<file path="config.mk">
export PLATFORM = sky130hd
export DESIGN_NAME = otp_ctrl
export DESIGN_NICKNAME = d
export VERILOG_FILES = /design/src/otp_pkg.sv /design/src/otp_ctrl.sv /design/src/otp_skid.sv
export VERILOG_INCLUDE_DIRS = /design/src
export SDC_FILE = /design/constraint.sdc
export NUM_CORES = 1
export LEC_CHECK = 0
export BUFFER_PORTS_ARGS = -buffer_cell sky130_fd_sc_hd__buf_2
export CORE_MARGIN = 3
export CORE_UTILIZATION = 34
export CTS_CLUSTER_DIAMETER = 120
export DETAILED_ROUTE_END_ITERATION = 8
export GPL_ROUTABILITY_DRIVEN = 0
export SLEW_MARGIN = 20
export SYNTH_ARGS = -nofsm -noshare
export SYNTH_HDL_FRONTEND = slang
export SYNTH_SLANG_ARGS = --single-unit
export TNS_END_PERCENT = 20
</file>
<file path="constraint.sdc">
create_clock -name clk -period 4.05 [get_ports clk]
set_clock_uncertainty 0.1 [all_clocks]
set_input_delay 0.2025 -clock clk [delete_from_list [all_inputs] [get_ports clk]]
set_output_delay 0.2025 -clock clk [all_outputs]
set_load 0.01 [all_outputs]
</file>
<file path="src/otp_defines.svh">
/*
 holds register offsets, field positions, reset values and fixed pattern words
 for the per-channel output test pattern and format control block.
 assumes it is included by bare name into the package and the design files.
*/
`ifndef OTP_DEFINES_SVH
`define OTP_DEFINES_SVH

`define OTP_ADDR_W 8
`define OTP_DATA_W 16
`define OTP_ADDR_TEST 8'h0d
`define OTP_ADDR_SELFTEST 8'h0e
`define OTP_ADDR_OFFSET 8'h10
`define OTP_ADDR_FORMAT 8'h14
`define OTP_ADDR_DRIVE 8'h15
`define OTP_ADDR_UP1_LSB 8'h19
`define OTP_ADDR_UP1_MSB 8'h1a
`define OTP_ADDR_UP2_LSB 8'h1b
`define OTP_ADDR_UP2_MSB 8'h1c
`define OTP_RST_TEST 8'h00
`define OTP_RST_SELFTEST 8'h00
`define OTP_RST_OFFSET 8'h00
`define OTP_RST_FORMAT 8'h00
`define OTP_RST_DRIVE 8'h22
`define OTP_RST_UPAT 16'h0000
`define OTP_RST_LONG_SEED 23'h7fffff
`define OTP_RST_SHORT_SEED 9'h1ff
`define OTP_TEST_SEL_LSB 0
`define OTP_TEST_SEL_MSB 3
`define OTP_TEST_RST_SHORT 4
`define OTP_TEST_RST_LONG 5
`define OTP_TEST_USER_LSB 6
`define OTP_TEST_USER_MSB 7
`define OTP_FMT_LSB 0
`define OTP_FMT_MSB 1
`define OTP_FMT_INVERT 2
`define OTP_FMT_DISABLE 4
`define OTP_SELFTEST_EN 0
`define OTP_MIDSCALE 16'h8000
`define OTP_POS_FS 16'hffff
`define OTP_NEG_FS 16'h0000
`define OTP_CHECKER 16'haaaa
`define OTP_TOGGLE 16'h5555
`define OTP_SYNC 16'h00ff
`define OTP_ONE_HIGH 16'h8000
`define OTP_MIXED 16'ha3a3

`endif

</file>
<file path="src/otp_pkg.sv">
/*
 holds the types of the output test pattern block.
 assumes otp_defines.svh is on the include path.
*/
`include "otp_defines.svh"
package otp_pkg;
   typedef enum logic [3:0] {
      OTP_OFF = 4'h0, OTP_MID = 4'h1, OTP_POSFS = 4'h2, OTP_NEGFS = 4'h3,
      OTP_CHECK = 4'h4, OTP_LONG = 4'h5, OTP_SHORT = 4'h6, OTP_WORDTOG = 4'h7,
      OTP_USER = 4'h8, OTP_BITTOG = 4'h9, OTP_SYNCP = 4'ha, OTP_ONEHI = 4'hb,
      OTP_MIXEDP = 4'hc
   } otp_sel_e;
   typedef enum logic [1:0] {
      OTP_FMT_OB = 2'h0, OTP_FMT_TC = 2'h1, OTP_FMT_GRAY = 2'h2, OTP_FMT_OB2 = 2'h3
   } otp_fmt_e;
   typedef logic [`OTP_DATA_W-1:0] otp_word_t;
endpackage

</file>
<file path="src/otp_ctrl.sv">
/*
 holds the per-channel test pattern, format and trim registers of a dual
 converter, and the pattern generators feeding the parallel outputs.
 assumes the serial port has been decoded into a byte write/read strobe
 with an index of the channel; clk is the (divided) sample clock.
*/
`timescale 1ns/1ps
`default_nettype none
`include "otp_defines.svh"
// Functional notes
// - per channel four-bit select, zero means normal
// - fixed midscale, positive and negative full-scale
// - checkerboard alternates by bit and word
// - 0101 gives 23-stage pseudo-random sequence
// - 0110 gives 9-stage pseudo-random sequence
// - 0111 toggles whole word ones/zeros
// - 1000 user words, 1001 bit toggle
// - sync, single bit high, mixed frequency
module otp_ctrl (
   input wire logic clk,
   input wire logic rst,
   input wire logic reg_wr,
   input wire logic reg_rd,
   input wire logic [1:0] reg_chan,
   input wire logic [`OTP_ADDR_W-1:0] reg_addr,
   input wire logic [7:0] reg_wdata,
   output logic [7:0] reg_rdata_r,
   input wire logic [1:0] sample_valid,
   input wire otp_pkg::otp_word_t sample_a,
   input wire otp_pkg::otp_word_t sample_b,
   output otp_pkg::otp_word_t dout_a_r,
   output otp_pkg::otp_word_t dout_b_r,
   output logic [1:0] dout_valid_r,
   input wire logic [1:0] dout_ready,
   output logic [1:0] output_driver_disable_r,
   output logic self_test_engine_start_r,
   output logic [7:0] drive_strength_r
);
   logic [7:0] test_r [2], test_nxt [2];
   logic [7:0] fmt_r [2], fmt_nxt [2];
   logic [7:0] offs_r [2], offs_nxt [2];
   logic [7:0] self_r, self_nxt, drive_nxt;
   otp_pkg::otp_word_t up1_r, up1_nxt, up2_r, up2_nxt;
   logic [7:0] rdata_nxt;
   otp_pkg::otp_word_t skid_out [2];
   logic [1:0] skid_ovalid, skid_iready;
   otp_pkg::otp_word_t dout_nxt [2];
   otp_pkg::otp_word_t dout_q [2];
   logic [1:0] dvalid_nxt;

   // register bank; channel index bit n selects channel n on writes
   always_comb begin
      test_nxt = test_r;
      fmt_nxt = fmt_r;
      offs_nxt = offs_r;
      self_nxt = self_r;
      drive_nxt = drive_strength_r;
      up1_nxt = up1_r;
      up2_nxt = up2_r;
      if (reg_wr) begin
         for (int c = 0; c < 2; c++) begin
            if (reg_chan[c]) begin
               case (reg_addr)
                  `OTP_ADDR_TEST: test_nxt[c] = reg_wdata;
                  `OTP_ADDR_FORMAT: fmt_nxt[c] = reg_wdata;
                  `OTP_ADDR_OFFSET: offs_nxt[c] = reg_wdata;
                  default: ;
               endcase
            end
         end
         case (reg_addr)
            `OTP_ADDR_SELFTEST: self_nxt = reg_wdata;
            `OTP_ADDR_DRIVE: drive_nxt = reg_wdata;
            `OTP_ADDR_UP1_LSB: up1_nxt[7:0] = reg_wdata;
            `OTP_ADDR_UP1_MSB: up1_nxt[15:8] = reg_wdata;
            `OTP_ADDR_UP2_LSB: up2_nxt[7:0] = reg_wdata;
            `OTP_ADDR_UP2_MSB: up2_nxt[15:8] = reg_wdata;
            default: ;
         endcase
      end
      // reads come from the lowest selected channel; unmapped reads zero
      rdata_nxt = reg_rdata_r;
      if (reg_rd) begin
         case (reg_addr)
            `OTP_ADDR_TEST: rdata_nxt = test_r[reg_chan[0] ? 0 : 1];
            `OTP_ADDR_FORMAT: rdata_nxt = fmt_r[reg_chan[0] ? 0 : 1];
            `OTP_ADDR_OFFSET: rdata_nxt = offs_r[reg_chan[0] ? 0 : 1];
            `OTP_ADDR_SELFTEST: rdata_nxt = self_r;
            `OTP_ADDR_DRIVE: rdata_nxt = drive_strength_r;
            `OTP_ADDR_UP1_LSB: rdata_nxt = up1_r[7:0];
            `OTP_ADDR_UP1_MSB: rdata_nxt = up1_r[15:8];
            `OTP_ADDR_UP2_LSB: rdata_nxt = up2_r[7:0];
            `OTP_ADDR_UP2_MSB: rdata_nxt = up2_r[15:8];
            default: rdata_nxt = 8'h00;
         endcase
      end
   end

   always_ff @(posedge clk) begin
      if (rst) begin
         for (int c = 0; c < 2; c++) begin
            test_r[c] <= `OTP_RST_TEST;
            fmt_r[c] <= `OTP_RST_FORMAT;
            offs_r[c] <= `OTP_RST_OFFSET;
         end
         self_r <= `OTP_RST_SELFTEST;
         drive_strength_r <= `OTP_RST_DRIVE;
         up1_r <= `OTP_RST_UPAT;
         up2_r <= `OTP_RST_UPAT;
         reg_rdata_r <= 8'h00;
      end else begin
         test_r <= test_nxt;
         fmt_r <= fmt_nxt;
         offs_r <= offs_nxt;
         self_r <= self_nxt;
         drive_strength_r <= drive_nxt;
         up1_r <= up1_nxt;
         up2_r <= up2_nxt;
         reg_rdata_r <= rdata_nxt;
      end
   end

   generate
      for (genvar ch = 0; ch < 2; ch++) begin : g_ch
         logic [22:0] lfsr_l_r, lfsr_l_nxt;
         logic [8:0] lfsr_s_r, lfsr_s_nxt;
         logic phase_r, phase_nxt;
         logic usel_r, usel_nxt;
         logic done_r, done_nxt;
         otp_pkg::otp_word_t raw, trimmed, pat, fmtd, word;
         logic adv, in_ok;
         otp_pkg::otp_sel_e sel;

         assign sel = otp_pkg::otp_sel_e'(test_r[ch][`OTP_TEST_SEL_MSB:`OTP_TEST_SEL_LSB]);
         assign raw = (ch == 0) ? sample_a : sample_b;
         assign adv = sample_valid[ch] && skid_iready[ch];

         always_comb begin
            lfsr_l_nxt = lfsr_l_r;
            lfsr_s_nxt = lfsr_s_r;
            phase_nxt = phase_r;
            usel_nxt = usel_r;
            done_nxt = done_r;
            if (adv) begin
               phase_nxt = ~phase_r;
               lfsr_l_nxt = {lfsr_l_r[21:0], lfsr_l_r[22] ^ lfsr_l_r[17]};
               lfsr_s_nxt = {lfsr_s_r[7:0], lfsr_s_r[8] ^ lfsr_s_r[4]};
               if (sel == otp_pkg::OTP_USER) begin
                  if (test_r[ch][`OTP_TEST_USER_LSB]) begin
                     usel_nxt = ~usel_r;
                  end else begin
                     done_nxt = 1'b1;
                  end
               end
            end
            if (test_r[ch][`OTP_TEST_RST_LONG]) begin
               lfsr_l_nxt = `OTP_RST_LONG_SEED;
            end
            if (test_r[ch][`OTP_TEST_RST_SHORT]) begin
               lfsr_s_nxt = `OTP_RST_SHORT_SEED;
            end
            if (sel != otp_pkg::OTP_USER) begin
               usel_nxt = 1'b0;
               done_nxt = 1'b0;
            end
         end

         always_ff @(posedge clk) begin
            if (rst) begin
               lfsr_l_r <= `OTP_RST_LONG_SEED;
               lfsr_s_r <= `OTP_RST_SHORT_SEED;
               phase_r <= 1'b0;
               usel_r <= 1'b0;
               done_r <= 1'b0;
            end else begin
               lfsr_l_r <= lfsr_l_nxt;
               lfsr_s_r <= lfsr_s_nxt;
               phase_r <= phase_nxt;
               usel_r <= usel_nxt;
               done_r <= done_nxt;
            end
         end

         // trim is a signed offset added to the offset-binary sample
         assign trimmed = raw + {{8{offs_r[ch][7]}}, offs_r[ch]};

         always_comb begin
            case (sel)
               otp_pkg::OTP_OFF: pat = trimmed;
               otp_pkg::OTP_MID: pat = `OTP_MIDSCALE;
               otp_pkg::OTP_POSFS: pat = `OTP_POS_FS;
               otp_pkg::OTP_NEGFS: pat = `OTP_NEG_FS;
               otp_pkg::OTP_CHECK: pat = phase_r ? ~`OTP_CHECKER : `OTP_CHECKER;
               otp_pkg::OTP_LONG: pat = lfsr_l_r[15:0];
               otp_pkg::OTP_SHORT: pat = {lfsr_s_r[8:0], lfsr_s_r[8:2]};
               otp_pkg::OTP_WORDTOG: pat = phase_r ? `OTP_NEG_FS : `OTP_POS_FS;
               otp_pkg::OTP_USER: pat = (usel_r && !done_r) ? up2_r : up1_r;
               otp_pkg::OTP_BITTOG: pat = `OTP_TOGGLE;
               otp_pkg::OTP_SYNCP: pat = `OTP_SYNC;
               otp_pkg::OTP_ONEHI: pat = `OTP_ONE_HIGH;
               otp_pkg::OTP_MIXEDP: pat = `OTP_MIXED;
               default: pat = trimmed;
            endcase
         end

         // format coding applies only to conversion data; the invert bit applies to test words too
         always_comb begin
            case (otp_pkg::otp_fmt_e'(fmt_r[ch][`OTP_FMT_MSB:`OTP_FMT_LSB]))
               otp_pkg::OTP_FMT_TC: fmtd = {~trimmed[15], trimmed[14:0]};
               otp_pkg::OTP_FMT_GRAY: fmtd = trimmed ^ (trimmed >> 1);
               default: fmtd = trimmed;
            endcase
            word = (sel == otp_pkg::OTP_OFF) ? fmtd : pat;
            if (fmt_r[ch][`OTP_FMT_INVERT]) begin
               word = ~word;
            end
         end

         assign in_ok = sample_valid[ch];

         otp_skid u_skid (
            .clk(clk),
            .rst(rst),
            .in_valid(in_ok),
            .in_ready(skid_iready[ch]),
            .in_data(word),
            .out_valid(skid_ovalid[ch]),
            .out_ready(!dout_valid_r[ch] || dout_ready[ch]),
            .out_data(skid_out[ch])
         );

         always_comb begin
            dout_nxt[ch] = dout_q[ch];
            dvalid_nxt[ch] = dout_valid_r[ch];
            if (!dout_valid_r[ch] || dout_ready[ch]) begin
               dout_nxt[ch] = skid_out[ch];
               dvalid_nxt[ch] = skid_ovalid[ch];
            end
         end
      end
   endgenerate

   always_ff @(posedge clk) begin
      if (rst) begin
         dout_q <= '{`OTP_RST_UPAT, `OTP_RST_UPAT};
         dout_valid_r <= 2'h0;
         output_driver_disable_r <= 2'h0;
         self_test_engine_start_r <= 1'b0;
      end else begin
         dout_q <= dout_nxt;
         dout_valid_r <= dvalid_nxt;
         output_driver_disable_r <= {fmt_r[1][`OTP_FMT_DISABLE], fmt_r[0][`OTP_FMT_DISABLE]};
         self_test_engine_start_r <= self_r[`OTP_SELFTEST_EN];
      end
   end

   assign dout_a_r = dout_q[0];
   assign dout_b_r = dout_q[1];
endmodule
`default_nettype wire

</file>
<file path="src/otp_skid.sv">
/*
 two-entry buffer between the pattern mux and the output register.
 assumes one clock; the drain side may hold ready low for any time.
*/
`timescale 1ns/1ps
`default_nettype none
`include "otp_defines.svh"
module otp_skid (
   input wire logic clk,
   input wire logic rst,
   input wire logic in_valid,
   output logic in_ready,
   input wire otp_pkg::otp_word_t in_data,
   output logic out_valid,
   input wire logic out_ready,
   output otp_pkg::otp_word_t out_data
);
   otp_pkg::otp_word_t mem_r [2];
   otp_pkg::otp_word_t mem_nxt [2];
   logic [1:0] cnt_r, cnt_nxt;
   logic rd_r, rd_nxt, wr_r, wr_nxt;
   logic push, pop;

   assign in_ready = (cnt_r != 2'h2);
   assign out_valid = (cnt_r != 2'h0);
   assign out_data = mem_r[rd_r];
   assign push = in_valid && in_ready;
   assign pop = out_valid && out_ready;

   always_comb begin
      mem_nxt = mem_r;
      if (push) begin
         mem_nxt[wr_r] = in_data;
      end
      wr_nxt = push ? ~wr_r : wr_r;
      rd_nxt = pop ? ~rd_r : rd_r;
      cnt_nxt = cnt_r + {1'b0, push} - {1'b0, pop};
   end

   always_ff @(posedge clk) begin
      if (rst) begin
         mem_r <= '{`OTP_RST_UPAT, `OTP_RST_UPAT};
         cnt_r <= 2'h0;
         rd_r <= 1'b0;
         wr_r <= 1'b0;
      end else begin
         mem_r <= mem_nxt;
         cnt_r <= cnt_nxt;
         rd_r <= rd_nxt;
         wr_r <= wr_nxt;
      end
   end
endmodule
`default_nettype wire

</file>
# Word-level counts from Yosys, hierarchy flattened
# Index checks and enable logic that the tools add are counted.
[totals]
reg_bits = 283
word_cells = 197
input_bits = 58
[op_classes]
n_eq_ne = 41
bitwise_logic = 25
muxes = 37
n_reduce_logical = 42
n_addsub = 6
n_lt_le_gt_ge = 7
[op_table]
columns = ["op", "n"]
rows = [
  ["$pmux 16 s11", 2],
  ["$mux 16", 18],
  ["$mux 8", 9],
  ["$pmux 8 s9", 1],
  ["$bwmux 32", 2],
  ["$pmux 16 s2", 2],
  ["$eq 8x5->1 const B", 7],
  ["$eq 4x4->1 const B", 10],
  ["$add 16x16->16", 2],
  ["$demux 16 s1", 2],
  ["$eq 4x3->1 const B", 8],
  ["$ge 32x2->1 const B", 1],
  ["$not 1->32", 1],
  ["$not 16->16", 2],
  ["$xor 16x15->16", 2],
  ["$reduce_and 3->1", 10],
  ["$eq 4x2->1 const B", 4],
  ["$eq 8x4->1 const B", 2],
  ["$reduce_or 2->1", 8],
  ["$not 1->1", 12],
  ["$reduce_and 2->1", 6],
  ["$eq 4x1->1 const B", 2],
  ["$ge 2x2->1 const B", 4],
  ["$logic_and 1x1->1", 8],
  ["other kinds (14)", 33],
]

# Depth between registers and ports, before layout
[depth]
word_depth = 8
ltp_mapped = 11
ltp_nobuf = 11

# Hierarchy
# Synthesis repeated with hierarchy kept, for this count alone.
[unflattened]
cells_unflattened = 2124
hier_area_um2 = 17012.6
[by_module_without_submodules]
columns = ["mod", "cells_per_inst", "area_each_um2", "instances", "seq_area_each_um2"]
rows = [
  ["otp_ctrl", 1728, 13118.8, 1, 4224.1],
  ["otp_skid at g_ch[1].u_skid", 199, 2058.2, 1, 720.7],
  ["otp_skid at g_ch[0].u_skid", 197, 1835.5, 1, 720.7],
]

# Worst setup path before layout
# No wires, ideal clock.
[synth_timing]
kind = "flip-flop to flip-flop"
startpoint = "register offs_r[0] (netlist bit)"
endpoint = "register g_ch[1].u_skid.mem_r[30] (netlist bit)"
required_time_ns = 3.816
path_buffers = 0
slack_ns = 0.973
setup_ns = 0.134
synth_period_minus_slack_ns = 3.077
t_arrival_ns = 2.843
path_stages_with_launch = 12
path_cell_list = "dfxtp_1 > ha_1 > fa_1 > a211o_1 > nor4bb_1 > or4b_1 > a21o_1 > and2_1 > o21a_1 > o31ai_1 > xor2_1 > a211oi_1"
[synth_via]
elab_chain_cells = 7
word_cells_on_any_way = 8
[synth_lines]
columns = ["element", "line_no", "source"]
rows = [
  ["from (decl)", "otp_ctrl.sv:41", "logic [7:0] offs_r [2], offs_nxt [2];"],
  ["from (signal, indexed assignment)", "otp_ctrl.sv:104", "offs_r[c] <= `OTP_RST_OFFSET;"],
  ["from (signal assigned)", "otp_ctrl.sv:114", "offs_r <= offs_nxt;"],
  ["$add 16x16->16 *", "otp_ctrl.sv:185", "assign trimmed = raw + {{8{offs_r[ch][7]}}, offs_r[ch]};"],
  ["$xor 16x15->16", "otp_ctrl.sv:210", "otp_pkg::OTP_FMT_GRAY: fmtd = trimmed ^ (trimmed >> 1);"],
  ["$pmux 16 s2", "otp_ctrl.sv:208", "case (otp_pkg::otp_fmt_e'(fmt_r[ch][`OTP_FMT_MSB:`OTP_FMT_LSB]))"],
  ["$mux 16 *", "otp_ctrl.sv:213", "word = (sel == otp_pkg::OTP_OFF) ? fmtd : pat;"],
  ["$not 16->16", "otp_ctrl.sv:215", "word = ~word;"],
  ["$mux 16 *", "otp_ctrl.sv:214", "if (fmt_r[ch][`OTP_FMT_INVERT]) begin"],
  ["$bwmux 32 *", "otp_skid.sv:33", "mem_nxt[wr_r] = in_data;"],
  ["to (signal assigned)", "otp_skid.sv:42", "mem_r <= '{`OTP_RST_UPAT, `OTP_RST_UPAT};"],
  ["to (signal assigned)", "otp_skid.sv:47", "mem_r <= mem_nxt;"],
  ["to (decl)", "otp_skid.sv:18", "otp_pkg::otp_word_t mem_r [2];"],
]
# Every way passes the cells marked *; elsewhere a longest branch is shown, timed or not.
# A chain may end at the register's enable or synchronous reset.

# Worst setup path in the final report
[layout_timing]
startpoint = "register offs_r[6] (netlist bit)"
endpoint = "register g_ch[1].u_skid.mem_r[31] (netlist bit)"
[layout_via]
elab_chain_cells = 7
word_cells_on_any_way = 9
[layout_lines]
columns = ["element", "line_no"]
rows = [
  ["$add 16x16->16 *", "otp_ctrl.sv:185"],
  ["$xor 16x15->16 or $not 1->1 (tied branches)", "otp_ctrl.sv:210, otp_ctrl.sv:209"],
  ["$pmux 16 s2", "otp_ctrl.sv:208"],
  ["$mux 16 *", "otp_ctrl.sv:213"],
  ["$not 16->16", "otp_ctrl.sv:215"],
  ["$mux 16 *", "otp_ctrl.sv:214"],
  ["$bwmux 32 *", "otp_skid.sv:33"],
]
# Marks and branches as above.

==> impl_metrics.csv <==
group,metric,value,unit
clock_tree,clkSlewWorstSetupHoldPaths,0.06,ns
logic_synthesis,yosys.cell_types.count,76,
critical_path,worstPathArrival,3.89,ns
clock_tree,cts_root_buf,"clkbuf_16",
sta,fmax,0.2848,GHz
sta,finalSetupViolCount,0,
logic_synthesis,yosysWarnings,0,
logic_synthesis,syn_avg_cell_area,7.850,sq um
route,drt-initial-drc-count,1755,
clock_tree,cts_setup_buffers,0,
logic_synthesis,synth_edf_count,0,
final_layout,syn_to_final_growth,14.27,%
final_layout,multi_input_area,9260,sq um
power,leakagePower,7.280,nW
floorplan,start_util,34.84,%
final_layout,drive_above_1_share,12.15,%
sta,rsz0062_at_grt,"false",
critical_path,cp-start-kind,"flip-flop",
final_layout,final_nets,2131,
floorplan,ioPinCount,111,
final_layout,final_util,39.81,%
logic_synthesis,synth-simple-area-share,21.25,%
route,routed_wl,50020,um
critical_path,cp-end-kind,"flip-flop",
floorplan,die_w,220.0,um
route,route.detailed.drc,0,
critical_path,crit_fanout,6,
sta,max_slew_margin,28.52,%
logic_synthesis,synth_top_family_by_area,"compound AO/OA/AOI/OAI gates",
global_route,grt_pass1_wl,77310,um
logic_synthesis,synthMuxAreaShare,8.709,%
logic_synthesis,ys_seq_area_share,36.38,%
sta,worst_slew_pin_slew,1.071,ns
global_route,grt_pass1_vias,13510,
clock_tree,clock_latency,0.57,ns
logic_synthesis,ys.flop_type,"dfxtp_1",
route,wl_per_cell,18.87,um
logic_synthesis,syn_area,15570,sq um
outcome,status,"finished, final reports clean",
sta,totalNegativeSetupSlack,0,ns
critical_path,crit_type,"reg -> reg",
power,pwr-share-seq,44.3,%
logic_synthesis,synth_compound_area_share,22.00,%
global_route,gr-total-overflow,0,
clock_tree,cts_made_buffers,31,
clock_tree,htree_levels,1,
logic_synthesis,synthAdderAreaFrac,3.310,%
global_route,grt_antenna_before_repair,2,
logic_synthesis,ys_ff_latch,283,
power,switching_share,29.66,%
final_layout,final.fill_count,4608,
logic_synthesis,syn_nets,2082,
route,dr.pass1.iters,8,
sta,drv_slew,0,
route,antenna_left,0,
clock_tree,cts_tree,"built",
logic_synthesis,syn_inst,1984,
power,power.switching,0.002287,W
final_layout,seqCellArea,5665,sq um
clock_tree,clockBufferDepth,3,
placed_design,portBuffers,110,
route,vias,14950,
power,ir_worst_vdd,305.4,uV
logic_synthesis,synth_xor_area_share,4.081,%
critical_path,required,4.43,ns
logic_synthesis,async_flop_share,0,%
global_route,grt_max_degree,113,
power,power_density,433.3,nW/um^2
placed_design,hpwlAfterDp,36080,um
floorplan,die-area,48410,sq um
floorplan,core,44700,sq um
hold_path,min-delay-start,"rst",
global_route,grt_usage,20.03,%
critical_path,r2r-start,"offs_r[6]",
sta,fin_crit_sh,86.70,%
sta,min_period,3.511,ns
sta,hold_violations,0,
route,vias_per_cell,5.642,
hold_path,worst_hold_path_type,"in -> reg",
floorplan,rows,77,
clock_tree,clock_sinks,283,
clock_tree,cts.repair.resized,0,
flow_run,drv_cap,0,
floorplan,die_h,220.0,um
critical_path,crit_start,"offs_r[6]",
power,combinationalPowerShare,18.0,%
power,power_frac_clock,37.7,%
power,intPower,0.005424,W
clock_tree,holdBufCountCts,11,
stage by stage:
step	std cells	cell area, sq um	setup WS, ns	total power (W)	hold slack [ns]
after floorplan	1984	15570	0.9733	0.004440	0.2500
after global placement	2581	16630	0.6978	0.004815	0.3343
after detailed placement	2581	16630	0.5830	0.004863	0.3415
after CTS	2649	17790	0.5423	0.007793	0.04691
after global routing	2650	17800	0.1956	0.008125	0.1093
final	2650	17800	0.5386	0.007712	0.03306
worst paths after layout:
path                              end  slack (ns)  depth (start not counted)
max          g_ch[1].u_skid.mem_r[31]        0.54                          9
min               g_ch[1].u_skid.wr_r        0.03                          2
max reg2reg  g_ch[1].u_skid.mem_r[31]        0.54                          9
min reg2reg   g_ch[1].u_skid.mem_r[9]        0.35                          2
layout make-up:
class,instances,area share [%]
clock inverters,17,0.9632
repair buffers,160,5.393
well taps,592,4.162
inverters,31,0.6539
flip-flops and latches,283,31.84
clock buffers,40,4.943
diodes,1,0.01406
multi-input cells,1526,52.04
Yosys cell counts (all sizes together), types with 6 or more instances:
cell | number | area [sq um]
mux2i | 113 | 1131
xnor2 | 49 | 429.2
xor2 | 21 | 183.9
clkbuf | 127 | 480.5
o221ai | 6 | 52.55
nor3 | 29 | 145.1
o31ai | 6 | 45.04
o22ai | 27 | 168.9
nor2 | 215 | 807.0
o211ai | 16 | 130.1
a211oi | 84 | 640.6
or3 | 10 | 67.56
ha | 38 | 475.5
nand3 | 140 | 700.7
a22oi | 32 | 240.2
nand2b | 13 | 81.33
and3 | 11 | 68.82
nand2 | 275 | 1032
dfxtp | 283 | 5665
a221oi | 20 | 175.2
mux2 | 20 | 225.2
a21oi | 153 | 765.7
a31oi | 13 | 81.33
or2 | 8 | 50.05
a21o | 16 | 120.1
and2 | 9 | 56.31
buf | 17 | 68.82
inv | 27 | 101.4
a221o | 6 | 60.06
nand3b | 6 | 45.04
o21ai | 104 | 520.5
nor2b | 17 | 106.4
layout by cell type, fill, tap and decap left out, drive strengths merged, types with 6 or more instances in the layout:
cell type	synthesis	routed
a21oi	153	153
o31ai	6	6
nor3	29	29
clkinv	4	17
nor2b	17	17
or3	10	10
xnor2	49	49
and3	11	11
o221ai	6	6
ha	38	38
o22ai	27	27
and2	9	9
a221oi	20	20
nand3b	6	6
nand3	140	140
dlygate4sd3	0	11
xor2	21	21
buf	17	149
a31oi	13	13
o211ai	16	16
mux2	20	20
a22oi	32	32
nor2	215	215
mux2i	113	113
or2	8	8
nand2b	13	13
clkbuf	127	40
nand2	275	275
a211oi	84	84
a21o	16	16
a221o	6	6
inv	27	28
o21ai	104	104
dfxtp	283	283
worst max-delay path, cell delays in order, from the launching register on:
cell       delay, ns
dfxtp_1         0.33
ha_1            0.37
a2111oi_0       0.54
o21ai_1         0.29
a21oi_1         0.23
mux2i_1         0.34
nand2_1         0.14
a2111oi_0       0.66
xnor2_1         0.16
a211oi_1        0.26
power by group through the flow:
stage,combinational [W],clock [W],sequential [W]
after floorplan,0.00109,0,0.00335
after global placement,0.00134,0,0.00347
after detailed placement,0.00138,0,0.00348
after CTS,0.00140,0.00298,0.00342
after global routing,0.00157,0.00309,0.00347
final,0.00139,0.00291,0.00342
layer usage:
metal	vias up	part of all wire, %	track usage [%]
li1	7204	-	-
met1	7049	45	28.67
met2	590	43	30.64
met3	105	7.5	2.592
met4	2	3.7	7.534
met5	-	0.028	0
kinds of logic after synthesis:
group	after synthesis
xor+xnor	71
mux	133
simple gates	750
compound gates	532
fa+ha+maj	40
flops	283
buf+inv	175
state kept, by name, indices dropped and copies added, names as in the netlist, 16 cells and up:
name,count
up2_r,16
dout_a_r,16
g_ch.u_skid.mem_r,64
fmt_r,16
up1_r,16
dout_b_r,16
offs_r,16
g_ch.lfsr_s_r,18
g_ch.lfsr_l_r,46
Note: power is estimated with default switching activity, not from simulation.
